==> src/ptb_map.svh <==
`ifndef PTB_MAP_SVH
`define PTB_MAP_SVH

// Register indices on the plain register port
`define PTB_ADDR_W          3
`define PTB_DATA_W          16
`define PTB_REG_CTRL        3'h0
`define PTB_REG_COUNT       3'h1
`define PTB_REG_PERIOD      3'h2
`define PTB_REG_STATUS      3'h3
`define PTB_REG_MASK        3'h4

// Control register fields
`define PTB_CTRL_RUN        15
`define PTB_CTRL_POST_HI    7
`define PTB_CTRL_POST_LO    4
`define PTB_CTRL_PRE_HI     3
`define PTB_CTRL_PRE_LO     2
`define PTB_CTRL_MODE_HI    1
`define PTB_CTRL_MODE_LO    0

// Count register direction flag
`define PTB_COUNT_DIR       15

// Counter geometry and reset values
`define PTB_CNT_W           15
`define PTB_PRE_W           6
`define PTB_COUNT_RST       15'h0000
`define PTB_PERIOD_RST      15'h0000
`define PTB_POST_RST        4'h0
`define PTB_PRE_RST         2'h0

`endif

==> src/ptb_pkg.sv <==
package ptb_pkg;

  typedef enum logic [1:0] {
    MODE_FREE,
    MODE_SINGLE,
    MODE_UPDOWN,
    MODE_DOUBLE
  } ptb_mode_t;

endpackage

==> src/ptb_prescaler.sv <==
`timescale 1ns/100ps
`include "ptb_map.svh"

module ptb_prescaler
  import ptb_pkg::*;
#(
  parameter int PRE_W = `PTB_PRE_W
) (
  input  wire logic       ref_clk_in,
  input  wire logic       srst_in,
  input  wire logic       run_in,
  input  wire logic       clear_in,
  input  wire logic [1:0] sel_in,
  output logic            tick_out
);

  logic [PRE_W-1:0] pre_cnt_r;
  logic [PRE_W-1:0] last;

  // Terminal count for 1:1, 1:4, 1:16, 1:64
  always_comb begin
    case (sel_in)
      2'h0:    last = PRE_W'(0);
      2'h1:    last = PRE_W'(3);
      2'h2:    last = PRE_W'(15);
      default: last = PRE_W'(63);
    endcase
  end

  assign tick_out = run_in && (pre_cnt_r == last);

  always_ff @(posedge ref_clk_in) begin
    if (srst_in || clear_in) begin
      pre_cnt_r <= '0;
    end else if (tick_out) begin
      pre_cnt_r <= '0;
    end else if (run_in) begin
      pre_cnt_r <= pre_cnt_r + PRE_W'(1);
    end
  end
endmodule

==> src/ptb_postscaler.sv <==
`timescale 1ns/100ps

module ptb_postscaler
  import ptb_pkg::*;
#(
  parameter int POST_W = 4
) (
  input  wire logic              ref_clk_in,
  input  wire logic              srst_in,
  input  wire logic              clear_in,
  input  wire logic              bypass_in,
  input  wire logic              event_in,
  input  wire logic [POST_W-1:0] ratio_in,
  output logic                   event_out
);

  logic [POST_W-1:0] post_cnt_r;

  // Ratio field n gives one event out per n+1 in
  assign event_out = event_in && (bypass_in || post_cnt_r == ratio_in);

  always_ff @(posedge ref_clk_in) begin
    if (srst_in || clear_in) begin
      post_cnt_r <= '0;
    end else if (event_in && !bypass_in) begin
      post_cnt_r <= (post_cnt_r == ratio_in) ? '0 : post_cnt_r + POST_W'(1);
    end
  end
endmodule

==> src/ptb_time_base.sv <==
`timescale 1ns/100ps
`include "ptb_map.svh"

// How it works
// - A 15-bit counter; count register bit 15 reads direction, 1 when counting down.
// - Counter runs while the run bit is set; clearing it freezes the count.
// - Counter equal to period resets to zero or reverses on the next step.
// - Zero period stops counting and suppresses every time base event.
// - Zero active period is never reloaded while running; software disables first.
// - Two-bit mode field picks free, single-shot, up/down or double-update.
// - Events depend on the mode and a four-bit postscale field.
// - Free mode counts up, wraps to zero after match, keeps going while running.
// - Free mode raises an event at each wrap, thinned by the postscaler.
// - Single-shot counts up once, wraps to zero and clears the run bit.
// - Single-shot raises one event at its wrap; postscaler bypassed.
// - Up/down mode reverses at period; event at zero turn-around, postscaled.
// - Double-update mode raises events at zero and at period; no postscale.
// - Prescaler divides by 1, 4, 16, 64; cleared by count or control writes.
// - Four-bit postscaler 1:1 to 1:16; cleared by count or control writes.
module ptb_time_base
  import ptb_pkg::*;
#(
  parameter int CNT_W  = `PTB_CNT_W,
  parameter int DATA_W = `PTB_DATA_W,
  parameter int ADDR_W = `PTB_ADDR_W
) (
  input  wire logic              ref_clk_in,
  input  wire logic              srst_in,
  input  wire logic [ADDR_W-1:0] addr_in,
  input  wire logic [DATA_W-1:0] wdata_in,
  input  wire logic              wr_in,
  input  wire logic              rd_in,
  output logic      [DATA_W-1:0] rdata_out,
  output logic                   irq_out,
  output logic                   count_direction_flag_out,
  output logic                   time_base_event_out
);

  ////////////////////////////////////////////////////////////////////////////
  // Register state

  logic             time_base_run_r;
  ptb_mode_t        time_base_mode_select_r;
  logic [3:0]       interrupt_postscale_select_r;
  logic [1:0]       input_prescale_select_r;
  logic [CNT_W-1:0] time_base_count_r;
  logic             count_direction_flag_r;
  logic [CNT_W-1:0] period_value_r;
  logic [CNT_W-1:0] period_buf_r;
  logic             irq_status_r;
  logic             irq_mask_r;

  logic ctrl_wr;
  logic count_wr;
  logic period_wr;
  logic status_wr;
  logic mask_wr;
  logic tick;
  logic step;
  logic match;
  logic at_zero;
  logic raw_evt;
  logic post_bypass;
  logic tb_evt;
  logic update_pt;
  logic single_done;

  function automatic logic wr_hit(input logic [ADDR_W-1:0] a, input logic [ADDR_W-1:0] idx, input logic w);
    wr_hit = w && (a == idx);
  endfunction

  assign ctrl_wr   = wr_hit(addr_in, `PTB_REG_CTRL, wr_in);
  assign count_wr  = wr_hit(addr_in, `PTB_REG_COUNT, wr_in);
  assign period_wr = wr_hit(addr_in, `PTB_REG_PERIOD, wr_in);
  assign status_wr = wr_hit(addr_in, `PTB_REG_STATUS, wr_in);
  assign mask_wr   = wr_hit(addr_in, `PTB_REG_MASK, wr_in);

  ////////////////////////////////////////////////////////////////////////////
  // Scalers

  ptb_prescaler #(
    .PRE_W (`PTB_PRE_W)
  ) u_pre (
    .ref_clk_in (ref_clk_in),
    .srst_in    (srst_in),
    .run_in     (time_base_run_r),
    .clear_in   (ctrl_wr || count_wr),
    .sel_in     (input_prescale_select_r),
    .tick_out   (tick)
  );

  // Single-shot and double-update pass every event unthinned
  assign post_bypass = (time_base_mode_select_r == MODE_SINGLE) ||
                       (time_base_mode_select_r == MODE_DOUBLE);

  ptb_postscaler #(
    .POST_W (4)
  ) u_post (
    .ref_clk_in (ref_clk_in),
    .srst_in    (srst_in),
    .clear_in   (ctrl_wr || count_wr),
    .bypass_in  (post_bypass),
    .event_in   (raw_evt),
    .ratio_in   (interrupt_postscale_select_r),
    .event_out  (tb_evt)
  );

  ////////////////////////////////////////////////////////////////////////////
  // Counter

  // A zero period freezes the counter entirely
  assign step    = time_base_run_r && tick && (period_value_r != '0) && !count_wr;
  assign match   = (time_base_count_r == period_value_r);
  assign at_zero = (time_base_count_r == '0);

  // Raw event before postscaling, per mode
  always_comb begin
    raw_evt = 1'b0;
    if (step) begin
      case (time_base_mode_select_r)
        MODE_FREE:   raw_evt = match;
        MODE_SINGLE: raw_evt = match;
        MODE_UPDOWN: raw_evt = count_direction_flag_r && at_zero;
        MODE_DOUBLE: raw_evt = (count_direction_flag_r && at_zero) || (!count_direction_flag_r && match);
        default:     raw_evt = 1'b0;
      endcase
    end
  end

  assign single_done = step && match && (time_base_mode_select_r == MODE_SINGLE);

  always_ff @(posedge ref_clk_in) begin
    if (srst_in) begin
      time_base_count_r      <= `PTB_COUNT_RST;
      count_direction_flag_r <= 1'b0;
    end else if (count_wr) begin
      time_base_count_r <= wdata_in[CNT_W-1:0];
    end else if (step) begin
      case (time_base_mode_select_r)
        MODE_FREE, MODE_SINGLE: begin
          count_direction_flag_r <= 1'b0;
          time_base_count_r      <= match ? '0 : time_base_count_r + CNT_W'(1);
        end
        default: begin
          if (!count_direction_flag_r && match) begin
            count_direction_flag_r <= 1'b1;
            time_base_count_r      <= time_base_count_r - CNT_W'(1);
          end else if (count_direction_flag_r && at_zero) begin
            count_direction_flag_r <= 1'b0;
            time_base_count_r      <= CNT_W'(1);
          end else if (count_direction_flag_r) begin
            time_base_count_r <= time_base_count_r - CNT_W'(1);
          end else begin
            time_base_count_r <= time_base_count_r + CNT_W'(1);
          end
        end
      endcase
    end
  end

  ////////////////////////////////////////////////////////////////////////////
  // Control register

  always_ff @(posedge ref_clk_in) begin
    if (srst_in) begin
      time_base_run_r              <= 1'b0;
      time_base_mode_select_r      <= MODE_FREE;
      interrupt_postscale_select_r <= `PTB_POST_RST;
      input_prescale_select_r      <= `PTB_PRE_RST;
    end else if (ctrl_wr) begin
      // A software write wins over the single-shot self clear in the same cycle
      time_base_run_r              <= wdata_in[`PTB_CTRL_RUN];
      time_base_mode_select_r      <= ptb_mode_t'(wdata_in[`PTB_CTRL_MODE_HI:`PTB_CTRL_MODE_LO]);
      interrupt_postscale_select_r <= wdata_in[`PTB_CTRL_POST_HI:`PTB_CTRL_POST_LO];
      input_prescale_select_r      <= wdata_in[`PTB_CTRL_PRE_HI:`PTB_CTRL_PRE_LO];
    end else if (single_done) begin
      time_base_run_r <= 1'b0;
    end
  end

  ////////////////////////////////////////////////////////////////////////////
  // Period, double buffered

  // Loads at wrap points or while halted; never out of a zero period while running
  always_comb begin
    case (time_base_mode_select_r)
      MODE_FREE, MODE_SINGLE: update_pt = step && match;
      default:                update_pt = step && at_zero;
    endcase
  end

  always_ff @(posedge ref_clk_in) begin
    if (srst_in) begin
      period_buf_r   <= `PTB_PERIOD_RST;
      period_value_r <= `PTB_PERIOD_RST;
    end else begin
      if (period_wr) begin
        period_buf_r <= wdata_in[CNT_W-1:0];
      end
      if (!time_base_run_r || update_pt) begin
        period_value_r <= period_buf_r;
      end
    end
  end

  ////////////////////////////////////////////////////////////////////////////
  // Interrupt status and mask

  always_ff @(posedge ref_clk_in) begin
    if (srst_in) begin
      irq_status_r <= 1'b0;
      irq_mask_r   <= 1'b0;
    end else begin
      // Set wins over a write-one-to-clear in the same cycle
      irq_status_r <= tb_evt || (irq_status_r && !(status_wr && wdata_in[0]));
      if (mask_wr) begin
        irq_mask_r <= wdata_in[0];
      end
    end
  end

  assign irq_out = irq_status_r && irq_mask_r;

  ////////////////////////////////////////////////////////////////////////////
  // Read port and outputs

  always_ff @(posedge ref_clk_in) begin
    if (srst_in) begin
      rdata_out <= '0;
    end else if (rd_in) begin
      case (addr_in)
        `PTB_REG_CTRL: begin
          rdata_out                                          <= '0;
          rdata_out[`PTB_CTRL_RUN]                           <= time_base_run_r;
          rdata_out[`PTB_CTRL_POST_HI:`PTB_CTRL_POST_LO]     <= interrupt_postscale_select_r;
          rdata_out[`PTB_CTRL_PRE_HI:`PTB_CTRL_PRE_LO]       <= input_prescale_select_r;
          rdata_out[`PTB_CTRL_MODE_HI:`PTB_CTRL_MODE_LO]     <= time_base_mode_select_r;
        end
        `PTB_REG_COUNT:  rdata_out <= {count_direction_flag_r, time_base_count_r};
        `PTB_REG_PERIOD: rdata_out <= {1'b0, period_buf_r};
        `PTB_REG_STATUS: rdata_out <= {15'h0000, irq_status_r};
        `PTB_REG_MASK:   rdata_out <= {15'h0000, irq_mask_r};
        default:         rdata_out <= '0;
      endcase
    end else begin
      rdata_out <= '0;
    end
  end

  always_ff @(posedge ref_clk_in) begin
    if (srst_in) begin
      time_base_event_out <= 1'b0;
    end else begin
      time_base_event_out <= tb_evt;
    end
  end

  assign count_direction_flag_out = count_direction_flag_r;

  ////////////////////////////////////////////////////////////////////////////
  // Checks

  // Armed by a scaler clear, dropped at the next raw event; outside single-shot and double-update, any ratio above 1:1 swallows that one
  logic post_first_r;

  always_ff @(posedge ref_clk_in) begin
    if (srst_in || ctrl_wr || count_wr) begin
      post_first_r <= 1'b1;
    end else if (raw_evt) begin
      post_first_r <= 1'b0;
    end
  end
endmodule

==> config.mk <==
export PLATFORM = sky130hd
export DESIGN_NAME = ptb_time_base
export DESIGN_NICKNAME = d
export VERILOG_FILES = /design/src/ptb_pkg.sv /design/src/ptb_prescaler.sv /design/src/ptb_postscaler.sv /design/src/ptb_time_base.sv
export VERILOG_INCLUDE_DIRS = /design/src
export SDC_FILE = /design/constraint.sdc
export NUM_CORES = 1
export LEC_CHECK = 0
export ABC_CLOCK_PERIOD_IN_PS = 5400
export BUFFER_PORTS_ARGS = -buffer_cell sky130_fd_sc_hd__buf_2
export CORE_UTILIZATION = 55
export CTS_BUF_LIST = sky130_fd_sc_hd__clkbuf_4 sky130_fd_sc_hd__clkbuf_8 sky130_fd_sc_hd__clkbuf_16
export CTS_CLUSTER_DIAMETER = 150
export CTS_CLUSTER_SIZE = 12
export DETAILED_ROUTE_END_ITERATION = 10
export GPL_ROUTABILITY_DRIVEN = 0
export GPL_TIMING_DRIVEN = 0
export PLACE_DENSITY = 0.73
export SETUP_SLACK_MARGIN = 0.4
export SLEW_MARGIN = 20
export SYNTH_ARGS = -nofsm -noshare
export SYNTH_HDL_FRONTEND = slang
export SYNTH_SLANG_ARGS = --single-unit
==> constraint.sdc <==
create_clock -name ref_clk_in -period 5.4 [get_ports ref_clk_in]
set_input_delay 0.27 -clock ref_clk_in [delete_from_list [all_inputs] [get_ports ref_clk_in]]
set_output_delay 0.27 -clock ref_clk_in [all_outputs]
set_load 0.1 [all_outputs]
## After elaboration in Yosys (flattened, before gate mapping)

Cells that the tools add are included.

| storage, ports and cells | value |
|---|---|
| logic and storage cells | 93 |
| register bits after elaboration | 84 |
| output and inout port bits | 19 |
| input bits | 23 |

| cells by class | value |
|---|---|
| bitwise operators | 2 |
| $add $sub $neg | 4 |
| reduce and logical (&&, ||, !) cells | 43 |
| eq/ne operators | 12 |
| mux-type cells | 18 |

Operator list:

| cell | number |
|---|---|
| 2-to-1 mux 15 bit | 7 |
| case mux 16 bit (5 select lines) | 1 |
| logical AND 1 bit | 19 |
| case mux 6 bit (3 select lines) | 1 |
| adder 15 x 1 -> 15 bit (second input constant) | 1 |
| == test 15 bit | 1 |
| zero test 15 bit | 1 |
| nonzero test 15 bit | 1 |
| subtractor 15 x 1 -> 15 bit (second input constant) | 1 |
| logical OR 1 bit | 7 |
| 2-to-1 mux 1 bit | 7 |
| adder 6 x 1 -> 6 bit (second input constant) | 1 |
| == test 2 bit (second input constant) | 3 |
| == test 3 x 2 -> 1 bit (second input constant) | 2 |
| == test 6 bit | 1 |
| OR reduction 2 bit | 3 |
| zero test 1 bit | 5 |
| adder 4 x 1 -> 4 bit (second input constant) | 1 |
| == test 2 x 1 -> 1 bit (second input constant) | 2 |
| == test 4 bit | 1 |
| zero test 2 bit | 2 |
| 2-to-1 mux 4 bit | 1 |
| nonzero test 2 bit | 2 |
| == test 3 x 1 -> 1 bit (second input constant) | 1 |
| other kinds (6) | 7 |

## Depth between registers and ports, before layout

Gate-level depths: netlist of run 1.

| depth | value |
|---|---|
| depth in word-level cells | 11 |
| gate-level depth with buffers | 11 |
| depth with buffers taken out | 9 |

## By module

From an unflattened synthesis of run 1, not the netlist that was laid out.

| second synthesis, totals | value |
|---|---|
| cell total of the unflattened synthesis | 583 |
| area total of the unflattened synthesis | 4763.3 µm² |

Modules (own cells, without submodules):

| module | times used | cells each | seq. area each (µm²) | area each (µm²) |
|---|---|---|---|---|
| ptb_time_base | 1 | 518 | 1481.4 | 4174.0 |
| ptb_prescaler | 1 | 35 | 120.1 | 336.6 |
| ptb_postscaler | 1 | 30 | 80.1 | 252.7 |

## Least setup slack after synthesis of run 1

OpenSTA, ideal clock, no wires.

| timing | value |
|---|---|
| kind | register to register |
| start point | reg count_direction_flag_r (netlist: count_direction_flag_out) |
| end point | reg u_post.post_cnt_r[2] |
| clock period less this slack | 2.404 ns |
| library setup time | 0.131 ns |
| stages on the path, launching flop included | 6 |
| buffers on the path | 0 |
| path slack | 2.996 ns |
| arrival | 2.273 ns |
| data required time | 5.269 ns |
| path through | dfxtp_1 -> nand2_1 -> nor4_1 -> o21ai_0 -> o311ai_0 -> o21ai_1 |

| on the way | value |
|---|---|
| longest elaborated chain between the ends | 6 |
| elaborated cells between the ends (all ways) | 7 |
| classes of those cells | mux: 2; reduce/logical: 5 |

RTL lines:

| what | RTL line | RTL |
|---|---|---|
| start: declaration | ptb_time_base.sv:47 | `logic count_direction_flag_r;` |
| start signal: assignment | ptb_time_base.sv:135 | `count_direction_flag_r <= 1'b0;` |
| start signal: assignment | ptb_time_base.sv:141 | `count_direction_flag_r <= 1'b0;` |
| start signal: assignment | ptb_time_base.sv:146 | `count_direction_flag_r <= 1'b1;` |
| zero test 1 bit | ptb_time_base.sv:124 | `MODE_DOUBLE: raw_evt = (count_direction_flag_r && at_zero) \|\| (!count_direction_flag_r && match);` |
| logical AND 1 bit | ptb_time_base.sv:124 |  |
| logical OR 1 bit | ptb_time_base.sv:124 |  |
| case mux 1 bit (3 select lines) * | ptb_time_base.sv:120 | `case (time_base_mode_select_r)` |
| 2-to-1 mux 1 bit * | ptb_time_base.sv:119 | `if (step) begin` |
| logical AND 1 bit * | ptb_postscaler.sv:25 | `end else if (event_in && !bypass_in) begin` |
| end signal: assignment | ptb_postscaler.sv:26 | `post_cnt_r <= (post_cnt_r == ratio_in) ? '0 : post_cnt_r + POST_W'(1);` |
| end: declaration | ptb_postscaler.sv:17 | `logic [POST_W-1:0] post_cnt_r;` |

Every way passes the cells marked *; elsewhere a longest branch is shown, timed or not.
A chain may end at the register's enable or synchronous reset.

## Final worst setup path of run 1

| timing | value |
|---|---|
| start point | reg time_base_count_r[1] |
| end point | reg u_post.post_cnt_r[2] |

| on the way | value |
|---|---|
| longest elaborated chain between the ends | 6 |
| elaborated cells between the ends (all ways) | 8 |
| classes of those cells | eq/ne: 1; mux: 2; reduce/logical: 5 |

RTL lines:

| what | RTL line | RTL |
|---|---|---|
| start: declaration | ptb_time_base.sv:46 | `logic [CNT_W-1:0] time_base_count_r;` |
| start signal: assignment | ptb_time_base.sv:134 | `` time_base_count_r <= `PTB_COUNT_RST; `` |
| start signal: assignment | ptb_time_base.sv:137 | `time_base_count_r <= wdata_in[CNT_W-1:0];` |
| start signal: assignment | ptb_time_base.sv:142 | `time_base_count_r <= match ? '0 : time_base_count_r + CNT_W'(1);` |
| == test 15 bit or zero test 15 bit (tied branches) | ptb_time_base.sv:113, ptb_time_base.sv:114 |  |
| logical AND 1 bit (on tied branches) | ptb_time_base.sv:124, ptb_time_base.sv:123 |  |
| logical OR 1 bit | ptb_time_base.sv:124 |  |
| case mux 1 bit (3 select lines) * | ptb_time_base.sv:120 |  |
| 2-to-1 mux 1 bit * | ptb_time_base.sv:119 |  |
| logical AND 1 bit * | ptb_postscaler.sv:25 |  |

Marked as above.

==> reports/qor.csv, run 1 <==
stage;metric;value;unit
run_status;outcome;complete, no violations;
drt;Final ANT Viol Nets;0;
power;Pleak;1.90;nW
synthesis;Yosys Warn Count;0;
timing;Clock Skew;0.00976;ns
layout;nets@finish;663;
global_route;gr ovfl total;0;
timing;Final min period;3.23;ns
synthesis;Yosys top cell area share;36.9;%
setup_path;Crit-path slowest cell;nor4_1;
layout;Fillers;722;
drt;Routed WL;13900;um
synthesis;Synth area leaders;dfxtp_1 (37%), nand2_1 (6.5%), nor2_1 (6.0%), mux2i_1 (5.7%), a21oi_1 (4.7%);
setup_path;critical path's top delay family;simple AND/OR/NAND/NOR gates;
clock_network;clk sink count;84;
layout;Area Growth Syn to Fin;11.3;%
timing;RSZ-0062 raised after global routing;no;
global_route;Tot GR Track Use;34.1;%
setup_path;critical path, cell by cell;buf_4, inv_1, ha_1, nor3b_1, nand3b_1, nor4_1, o21ai_0, o311ai_0, o21ai_1;
clock_network;clk_lat worst skew;0.36;ns
global_route;initial antenna violation count;0;
die;Die Span Y;93.0;um
setup_path;Crit. End Element;flip-flop;
setup_path;Crit Path Class;flip-flop to flip-flop;
synthesis;number of synthesized flops with an enable pin;0;
layout;share of layout cells above drive strength 1;12.3;%
die;Core Area;7850;um2
synthesis;register area share after synthesis;36.9;%
timing;Slew Limit Fails;0;
global_route;busiest grt layer;met2;
global_route;first-pass GRT wire length;22600;um
drt;vias per cell;6.27;
setup_path;CP Buf/Inv Count;2;
setup_path;CP max stage delay;0.97;ns
global_route;met1 Use GR;44.6;%
synthesis;ys async rst share;0;%
power;Worst VDD drop;139;uV
timing;worst slew pin tran;1.15;ns
drt;drt wl/cell;18.8;um
synthesis;post-synth cell types;56;
clock_network;CTS clock-pin slew for the worst setup and hold paths;0.09;ns
die;num rows;32;
setup_path;critical path required time;5.65;ns
die;Die W;93.0;um
clock_network;setup bufs post-CTS;0;
die;initial core utilization;58.0;%
synthesis;Post-Syn Area per Cell;7.79;um2
clock_network;CTS max path bufs;2;
layout;# diodes;0;
global_route;grt met2 use;54.2;%
clock_network;TritonCTS clock tree;built;
clock_network;CTS root buf;clkbuf_8;
setup_path;Worst EP arrival;3.48;ns
clock_network;CTS Hold Bufs;0;
setup_path;Worst setup SP type;flip-flop;
drt;DR DRC count;0;
synthesis;main flop type after synthesis;dfxtp_1;
timing;Final Hold Vio Count;0;
clock_network;htree depth;3;
job;MaxCap Viol Count;0;
die;I/O pin count;42;
clock_network;# resized after CTS;0;
drt;via count;4651;
timing;Peak Freq;0.309;GHz
placed_design;Port Buffers;40;
placed_design;Detail Placement HPWL;10200;um
timing;max_slew headroom;22.8;%
clock_network;CTS Buf Count;9;
timing;Final period util;59.9;%
synthesis;FF+latch count, synth;84;
timing;Setup violations, final;0;
global_route;met3 usage;6.10;%
synthesis;syn_nets;612;
global_route;vias in the first global route;4396;
power;Cell Pwr Density;256;nW/um2
global_route;largest net degree at the start of global routing;17;
min_path;Worst Hold Class;primary input to flip-flop;
die;DIE AREA;8640;um2
power;Final Power;1.30;mW
drt;number of DRC markers in iteration 0;372;
synthesis;synthesized instance count;584;
synthesis;top cell type by total area after synthesis;dfxtp_1;
setup_path;critical path peak fanout;9;
synthesis;Syn Std Cell Area;4550;um2
drt;DR pass1 iterations;8;
timing;setup TNS;0;ns
-- flip-flops by register name (all words and copies together) (netlist names), 2 cells and up --
register,flops
input_prescale_select_r,2
time_base_count_r,15
interrupt_postscale_select_r,4
time_base_mode_select_r,2
period_value_r,15
u_post.post_cnt_r,4
u_pre.pre_cnt_r,6
period_buf_r,15
rdata_out,16
-- routing by layer --
metal	wire [um]	part of all wire, %
met4	540	3.9
met1	5910	42
met2	6230	45
met5	0	0
met3	1250	9.0
-- layout make-up --
class	count	area (um2)	share of cell area, %
Multi-Input combinational cell	443	2630	51.9
Sequential cell	84	1680	33.2
Buffer	48	211	4.17
Timing Repair Buffer	40	200	3.95
Tap cell	102	128	2.52
Clock buffer	9	124	2.44
Clock inverter	7	58.8	1.16
Inverter	9	33.8	0.667
-- logic make-up after synthesis --
logic type | Yosys count | share of synthesized area [%]
AOI/OAI and AO/OA | 131 | 18.7
DFF | 84 | 36.9
and+or+nand+nor | 254 | 26.2
buffers and inverters | 57 | 5.39
adders and majority gates | 5 | 1.37
xor gates and xnor gates | 25 | 4.81
muxes | 28 | 6.54
-- worst reg2reg max path, stage by stage, from the launching register on --
cell and delay (ns):
dfxtp_1 0.32, buf_4 0.17, inv_1 0.08, ha_1 0.16
nor3b_1 0.35, nand3b_1 0.23, nor4_1 0.97, o21ai_0 0.33
o311ai_0 0.40, o21ai_1 0.11
-- Yosys cell counts (9+ instances only) --
cell	n
nor3_1	19
a211oi_1	11
o21ai_0	20
nor4_1	13
nand3_1	14
a21oi_1	43
inv_1	9
nor2_1	73
dfxtp_1	84
or3_1	10
mux2i_1	26
nand2_1	79
buf_2	10
a22oi_1	9
clkbuf_1	32
xor2_1	17
-- worst paths after layout --
| kind | end | cells past startpoint | from | slack, ns |
|---|---|---|---|---|
| max | u_post.post_cnt_r[2]$_SDFFE_PP0P_ | 9 | time_base_count_r[1]$_SDFFE_PP0P_ | 2.17 |
| min | time_base_run_r$_SDFFE_PP0P_ | 3 | wdata_in[15] | 0.14 |
| max reg2reg | u_post.post_cnt_r[2]$_SDFFE_PP0P_ | 9 | time_base_count_r[1]$_SDFFE_PP0P_ | 2.17 |
| min reg2reg | period_buf_r[5]$_SDFFE_PP0P_ | 2 | period_buf_r[5]$_SDFFE_PP0P_ | 0.49 |
-- report_power, final --
group	total, mW	switching [mW]	internal (mW)
combinational	0.230	0.158	0.0724
sequential	0.638	0.00814	0.630
clock	0.428	0.254	0.174
total	1.30	0.420	0.876
-- layout by cell type (no fill, tap or decap), types with 10 or more instances in the layout --
cell type	count
nor3_1	18
clkbuf_1	32
or3_1	10
nor2_1	73
xor2_1	17
nor4_1	13
nand3_1	14
a211oi_1	11
nand2_1	79
buf_2	50
dfxtp_1	84
mux2i_1	26
a21oi_1	43
o21ai_0	20
-- per-stage QoR --
| step | area [um2] | std cells | util, % | hold slack, ns | worst slack (ns) |
|---|---|---|---|---|---|
| floorplan | 4550 | 584 | - | 0.406 | 3.00 |
| global placement | 4880 | 726 | 62.2 | 0.460 | 2.44 |
| detailed placement | 4880 | 726 | 62.2 | 0.466 | 2.40 |
| CTS | 5070 | 742 | 64.6 | 0.147 | 2.39 |
| global route | 5070 | 742 | 64.6 | 0.152 | 2.08 |
| finish | 5070 | 742 | 64.6 | 0.144 | 2.17 |
No activity file was read; power rests on OpenSTA's default activity.
==> run 2, diff against run 1 <==
--- a/config.mk
+++ b/config.mk
@@ -6,16 +6,16 @@
 export SDC_FILE = /design/constraint.sdc
 export NUM_CORES = 1
 export LEC_CHECK = 0
-export ABC_CLOCK_PERIOD_IN_PS = 5400
+export ABC_CLOCK_PERIOD_IN_PS = 2730
 export BUFFER_PORTS_ARGS = -buffer_cell sky130_fd_sc_hd__buf_2
-export CORE_UTILIZATION = 55
+export CORE_UTILIZATION = 54
 export CTS_BUF_LIST = sky130_fd_sc_hd__clkbuf_4 sky130_fd_sc_hd__clkbuf_8 sky130_fd_sc_hd__clkbuf_16
 export CTS_CLUSTER_DIAMETER = 150
 export CTS_CLUSTER_SIZE = 12
 export DETAILED_ROUTE_END_ITERATION = 10
 export GPL_ROUTABILITY_DRIVEN = 0
 export GPL_TIMING_DRIVEN = 0
-export PLACE_DENSITY = 0.73
+export PLACE_DENSITY = 0.74
 export SETUP_SLACK_MARGIN = 0.4
 export SLEW_MARGIN = 20
 export SYNTH_ARGS = -nofsm -noshare
==> constraint.sdc (replaced) <==
create_clock -name ref_clk_in -period 2.73 [get_ports ref_clk_in]
set_input_delay 0.1365 -clock ref_clk_in [delete_from_list [all_inputs] [get_ports ref_clk_in]]
set_output_delay 0.1365 -clock ref_clk_in [all_outputs]
set_load 0.1 [all_outputs]
==> reports/qor.csv, run 2 (synthesized netlist as in run 1, its figures left out) <==
stage;metric;value;unit;change
drt;drt wl/cell;19.5;um;+3.8%
die;I/O pin count;42;;unchanged
clock_network;CTS root buf;clkbuf_8;;
timing;Final min period;2.50;ns;-0.732 ns
drt;DR pass1 iterations;6;;-2
clock_network;clk sink count;84;;unchanged
setup_path;critical path peak fanout;9;;unchanged
setup_path;CP Buf/Inv Count;1;;-1
layout;nets@finish;680;;+2.6%
die;Core Area;8180;um2;+4.2%
die;Die Span Y;93.8;um;+0.90%
global_route;initial antenna violation count;0;;unchanged
job;MaxCap Viol Count;0;;unchanged
setup_path;Crit-path slowest cell;or4_4;;
global_route;gr ovfl total;0;;unchanged
timing;Final period util;91.6;%;+32 points
layout;Largest register FFs;16;;unchanged
layout;commonest non-fill, non-tap cells in the layout;nand2_1 (79), dfxtp_1 (79), nor2_1 (71);;
timing;Slew Limit Fails;0;;unchanged
placed_design;Detail Placement HPWL;10000;um;-1.5%
die;Die W;93.8;um;+0.90%
timing;Clock Skew;0.0152;ns;+0.00543 ns
clock_network;CTS max path bufs;2;;unchanged
timing;hold slack;0.0102;ns;-0.134 ns
layout;Fillers;677;;-6.2%
global_route;Tot GR Track Use;33.7;%;-0.38 points
placed_design;total placed cells including tap cells;729;;+0.41%
global_route;vias in the first global route;4384;;-0.27%
layout;Area Growth Syn to Fin;22.2;%;
setup_path;Worst setup SP type;flip-flop;;
setup_path;most repeated library cell on the critical path;or3_4;;
layout;Reg with most FFs;rdata_out;;
run_status;outcome;complete, no violations;;
timing;Final Hold Vio Count;0;;unchanged
clock_network;clk_lat worst skew;0.38;ns;+0.02 ns
setup_path;Crit Path Class;flip-flop to flip-flop;;
die;num rows;33;;+3.1%
drt;via count;4866;;+4.6%
drt;Routed WL;14800;um;+6.6%
setup_path;critical path's top delay family;simple AND/OR/NAND/NOR gates;;
clock_network;CTS Buf Count;9;;unchanged
timing;worst slew pin tran;0.852;ns;-0.296 ns
drt;vias per cell;6.39;;+1.9%
global_route;first-pass GRT wire length;22300;um;-1.1%
layout;Final Non-Filler Cells;762;;+2.7%
setup_path;critical path required time;2.97;ns;-2.68 ns
setup_path;Crit. End Element;flip-flop;;
clock_network;TritonCTS clock tree;built;;
placed_design;Port Buffers;40;;unchanged
timing;RSZ-0062 raised after global routing;yes;;
die;initial core utilization;55.7;%;-2.3 points
drt;Final ANT Viol Nets;0;;unchanged
layout;share of layout cells above drive strength 1;21.9;%;+9.6 points
timing;setup TNS;0;ns;unchanged
drt;DR DRC count;0;;unchanged
timing;max_slew headroom;42.8;%;+20 points
global_route;largest net degree at the start of global routing;17;;unchanged
setup_path;Worst EP arrival;2.74;ns;-0.74 ns
drt;number of DRC markers in iteration 0;567;;+52%
timing;Peak Freq;0.400;GHz;+29%
clock_network;CTS clock-pin slew for the worst setup and hold paths;0.10;ns;about the same
clock_network;htree depth;3;;unchanged
power;Cell Pwr Density;523;nW/um2;+100%
setup_path;CP max stage delay;0.56;ns;-0.41 ns
power;Worst VDD drop;457;uV;+230%
layout;# diodes;0;;unchanged
min_path;Worst Hold Class;primary input to flip-flop;;
power;Pleak;2.13;nW;+12%
power;Final Power;2.91;mW;+120%
setup_path;critical path, cell by cell;clkbuf_4, or4_4, or3_4, or3_4, nor3b_4, o32ai_2, nor3_1;;
die;DIE AREA;8800;um2;+1.8%
timing;Setup violations, final;0;;unchanged
==> run 2: changes by cell type in the layout (fill, tap and decap cells not counted), moves of 5 or more <==
cell	delta
buf_4	+15
clkbuf_1	-10
nor4_1	-8
buf_6	+7
buf_2	-6
clkbuf_2	+5
dfxtp_1	-5
dfxtp_2	+5
nor4_2	+5
==> run 2: power breakdown <==
part	internal [mW]	switching (mW)	leakage, nW
combinational	0.230	0.365	1.34
sequential	1.25	0.0190	0.681
clock	0.530	0.517	0.112
total	2.01	0.901	2.13
==> run 2: layout make-up <==
class / instances / area, um2 / area share [%]
multi-input cells: 443 / 2860 / 51.4
well taps: 105 / 131 / 2.36
repair buffers: 57 / 337 / 6.05
inverters: 9 / 33.8 / 0.608
flip-flops and latches: 84 / 1690 / 30.4
clock inverters: 7 / 105 / 1.89
clock buffers: 9 / 124 / 2.23
plain buffers: 48 / 283 / 5.09
==> run 2: what timing repair did <==
item                                    4_1_cts  5_1_grt
endpoints found under the hold margin         0        0
gates resized for setup                      36       55
hold buffers                                  0        0
buffers inserted                              5       11
cloned                                        0        1
endpoints found under the setup margin       37       33
pin swaps                                     6       10
==> run 2: metal layers <==
metal  routed length [um]  GRT usage, %  up-vias
met4                  708          16.9        0
li1                     -             -     2215
met3                 1420          7.20       75
met5                    0             0        -
met2                 6900          55.3      306
met1                 5810          41.5     2270
==> run 2: through the flow <==
step / util [%] / setup WS [ns] / area, um2
floorplan: - / 0.464 / 4550
CTS: 64.6 / 0.295 / 5280
finish: 68.0 / 0.230 / 5560
detailed placement: 59.8 / -0.177 / 4890
global route: 68.0 / 0.185 / 5560
global placement: 59.7 / -0.158 / 4880
==> run 2: worst paths after layout <==
check	from	end	slack, ns	depth (start not counted)
setup / recovery	time_base_count_r[7]$_SDFFE_PP0P_	time_base_count_r[11]$_SDFFE_PP0P_	0.23	7
hold / removal	wdata_in[9]	period_buf_r[9]$_SDFFE_PP0P_	0.01	3
setup reg to reg	time_base_count_r[7]$_SDFFE_PP0P_	time_base_count_r[11]$_SDFFE_PP0P_	0.23	7
hold reg to reg	period_buf_r[9]$_SDFFE_PP0P_	period_buf_r[9]$_SDFFE_PP0P_	0.48	2
==> run 2: tightest hold or removal path, delay by kind of cell <==
kind / cells / cell delay (ns)
AO/OA/AOI/OAI: 1 / 0.05
buffers and inverters: 1 / 0.11
AND/OR/NAND/NOR: 1 / 0.05
==> run 3, diff against run 2 <==
--- a/config.mk
+++ b/config.mk
@@ -6,8 +6,10 @@
 export SDC_FILE = /design/constraint.sdc
 export NUM_CORES = 1
 export LEC_CHECK = 0
+export ABC_AREA = 1
 export ABC_CLOCK_PERIOD_IN_PS = 2730
 export BUFFER_PORTS_ARGS = -buffer_cell sky130_fd_sc_hd__buf_2
+export CORE_MARGIN = 2
 export CORE_UTILIZATION = 54
 export CTS_BUF_LIST = sky130_fd_sc_hd__clkbuf_4 sky130_fd_sc_hd__clkbuf_8 sky130_fd_sc_hd__clkbuf_16
 export CTS_CLUSTER_DIAMETER = 150
==> reports/qor.csv, run 3 <==
stage;metric;value;unit;change
run_status;outcome;complete, no violations;;
synthesis;post-synth cell types;39;;-30%
timing;Setup violations, final;0;;unchanged
drt;Routed WL;14000;um;-5.8%
drt;vias per cell;5.62;;-12%
timing;worst slew pin tran;0.687;ns;-0.165 ns
die;I/O pin count;42;;unchanged
timing;final setup margin;0.527;ns;+0.297 ns
setup_path;Worst setup SP type;flip-flop;;
synthesis;top cell type by total area after synthesis;dfxtp_1;;
layout;commonest non-fill, non-tap cells in the layout;nand2_1 (185), nor2_1 (106), dfxtp_1 (82);;
die;Die W;97.9;um;+4.3%
synthesis;most common cell in the synthesized netlist;nand2_1;;
drt;DR WL met3;1220;um;-14%
timing;Slew Limit Fails;0;;unchanged
job;MaxCap Viol Count;0;;unchanged
layout;# diodes;0;;unchanged
synthesis;Yosys Warn Count;0;;unchanged
placed_design;total placed cells including tap cells;891;;+22%
synthesis;main flop type after synthesis;dfxtp_1;;
die;Die Span Y;97.9;um;+4.3%
layout;nets@finish;823;;+21%
clock_network;htree depth;3;;unchanged
layout;Fillers;829;;+22%
clock_network;clk sink count;84;;unchanged
layout;commonest non-fill, non-tap cell in the layout;nand2_1;;
placed_design;Setup WS pre-CTS;0.370;ns;+0.548 ns
layout;Final Non-Filler Cells;908;;+19%
synthesis;Post-synth top cells;nand2_1 (186), nor2_1 (107), dfxtp_1 (84);;
global_route;Tot GR Track Use;29.6;%;-4.1 points
timing;setup TNS;0;ns;unchanged
drt;via count;5100;;+4.8%
layout;final core area utilization;61.8;%;-6.2 points
timing;max_slew headroom;54.2;%;+11 points
timing;Clock Skew;0.00987;ns;-0.00532 ns
drt;DR pass1 iterations;7;;+1
clock_network;CTS Buf Count;9;;unchanged
die;initial core utilization;55.1;%;-0.59 points
global_route;initial antenna violation count;0;;unchanged
drt;top sig layer;met4;;
placed_design;Detail Placement HPWL;10600;um;+5.5%
synthesis;Yosys top cell area share;35.3;%;-1.6 points
timing;RSZ-0062 raised after global routing;yes;;
clock_network;TritonCTS clock tree;built;;
layout;Reg with most FFs;rdata_out;;
drt;Post-Route M1 WL;5780;um;-0.55%
timing;Peak Freq;0.454;GHz;+13%
timing;Final Hold Vio Count;0;;unchanged
clock_network;CTS max path bufs;2;;unchanged
setup_path;critical path, cell by cell;clkbuf_2, xnor2_1, nand3_1, nor2_4, nand3_1, inv_1, nand2_1, nand2_1, nand2_1, nand2_1, nand2_1, a21oi_1;;
synthesis;syn_nets;771;;+26%
die;num rows;34;;+3.0%
setup_path;Crit. End Element;flip-flop;;
die;Core Area;8640;um2;+5.6%
min_path;Worst Hold Class;primary input to flip-flop;;
die;DIE AREA;9580;um2;+8.8%
setup_path;CP max stage delay;0.33;ns;-0.23 ns
power;Cell Pwr Density;501;nW/um2;-4.2%
global_route;gr ovfl total;0;;unchanged
setup_path;critical path peak fanout;8;;-1
setup_path;critical path required time;3.03;ns;+0.06 ns
setup_path;most repeated library cell on the critical path;nand2_1;;
drt;Final ANT Viol Nets;0;;unchanged
drt;number of DRC markers in iteration 0;355;;-37%
clock_network;CTS Hold Bufs;0;;unchanged
drt;drt wl/cell;15.4;um;-21%
layout;share of layout cells above drive strength 1;12.8;%;-9.2 points
synthesis;ys async rst share;0;%;unchanged
setup_path;Crit-path slowest cell;dfxtp_1;;
clock_network;CTS clock-pin slew for the worst setup and hold paths;0.10;ns;about the same
drt;WL met2;6590;um;-4.5%
layout;Largest register FFs;16;;unchanged
placed_design;Port Buffers;40;;unchanged
power;Worst VDD drop;370;uV;-19%
synthesis;Syn Std Cell Area;4760;um2;+4.5%
setup_path;Crit Path Class;flip-flop to flip-flop;;
synthesis;register area share after synthesis;35.3;%;-1.6 points
synthesis;synthesized instance count;743;;+27%
synthesis;number of synthesized flops with an enable pin;0;;unchanged
global_route;vias in the first global route;4779;;+9.0%
timing;Final period util;80.7;%;-11 points
synthesis;FF+latch count, synth;84;;unchanged
global_route;first-pass GRT wire length;22900;um;+2.5%
clock_network;CTS root buf;clkbuf_8;;
clock_network;clk_lat worst skew;0.37;ns;about the same
setup_path;critical path's top delay family;simple AND/OR/NAND/NOR gates;;
drt;DR DRC count;0;;unchanged
global_route;largest net degree at the start of global routing;17;;unchanged
setup_path;Worst EP arrival;2.50;ns;-0.24 ns
synthesis;Synth area leaders;dfxtp_1 (35%), nand2_1 (15%), nor2_1 (8.4%), o21ai_0 (6.2%), a21oi_1 (6.0%);;
synthesis;Post-Syn Area per Cell;6.40;um2;-18%
power;Pleak;2.38;nW;+12%
setup_path;CP Buf/Inv Count;2;;+1
layout;Area Growth Syn to Fin;12.2;%;
timing;Final min period;2.20;ns;-0.297 ns
## run 3: logic make-up (layout without fill, tap and decap cells)
group / count (synthesis) / count (layout) / share of synthesized area (%)
xor gates and xnor gates: 30 / 30 / 5.52
and+or+nand+nor: 367 / 367 / 32.4
buffers and inverters: 116 / 173 / 9.86
DFF: 84 / 84 / 35.3
adders and majority gates: 5 / 5 / 1.32
AOI/OAI and AO/OA: 141 / 141 / 15.5
## run 3: stage by stage
| step | hold WS, ns | power (mW) | instance area, um2 |
|---|---|---|---|
| after global placement | 0.423 | 1.72 | 5090 |
| after floorplan | 0.271 | 1.60 | 4760 |
| after detailed placement | 0.430 | 1.73 | 5090 |
| final | 0.0476 | 2.67 | 5340 |
| after global routing | 0.0438 | 2.78 | 5340 |
| after CTS | 0.0420 | 2.66 | 5300 |
## run 3: layout make-up
type                            instances  area, um2  area share, %
Timing Repair Buffer                   41        208           3.89
Buffer                                 29        150           2.81
Clock inverter                          7       82.6           1.55
Sequential cell                        84       1680           31.5
Clock buffer                            9        124           2.32
Multi-Input combinational cell        543       2630           49.2
Tap cell                              108        135           2.53
Inverter                               87        327           6.12
## run 3: power by group
part	switching, mW	internal [mW]
clock	0.515	0.437
sequential	0.0218	1.25
combinational	0.318	0.131
total	0.855	1.82
## run 3: path summary, 6_finish.rpt
kind / from / to / slack [ns] / depth (start not counted)
max: time_base_count_r[12]$_SDFFE_PP0P_ / time_base_count_r[13]$_SDFFE_PP0P_ / 0.53 / 12
min: wdata_in[8] / period_buf_r[8]$_SDFFE_PP0P_ / 0.05 / 3
max reg2reg: time_base_count_r[12]$_SDFFE_PP0P_ / time_base_count_r[13]$_SDFFE_PP0P_ / 0.53 / 12
min reg2reg: period_buf_r[5]$_SDFFE_PP0P_ / period_buf_r[5]$_SDFFE_PP0P_ / 0.48 / 2
## run 3: routing by layer
| metal | GRT usage (%) | up-vias |
|---|---|---|
| li1 | - | 2491 |
| met2 | 50.1 | 273 |
| met3 | 4.58 | 41 |
| met5 | 0 | - |
| met4 | 13.5 | 0 |
| met1 | 37.1 | 2295 |
## run 3: worst min-delay path: stages
cell and delay (ns):
buf_2 0.11, nand3_1 0.07, a21oi_1 0.06
## run 3: what timing repair did
action,in CTS,in global routing
gates resized for setup,2,10
buffers inserted,0,1
pin swaps,0,1
setup endpoints to repair,17,30
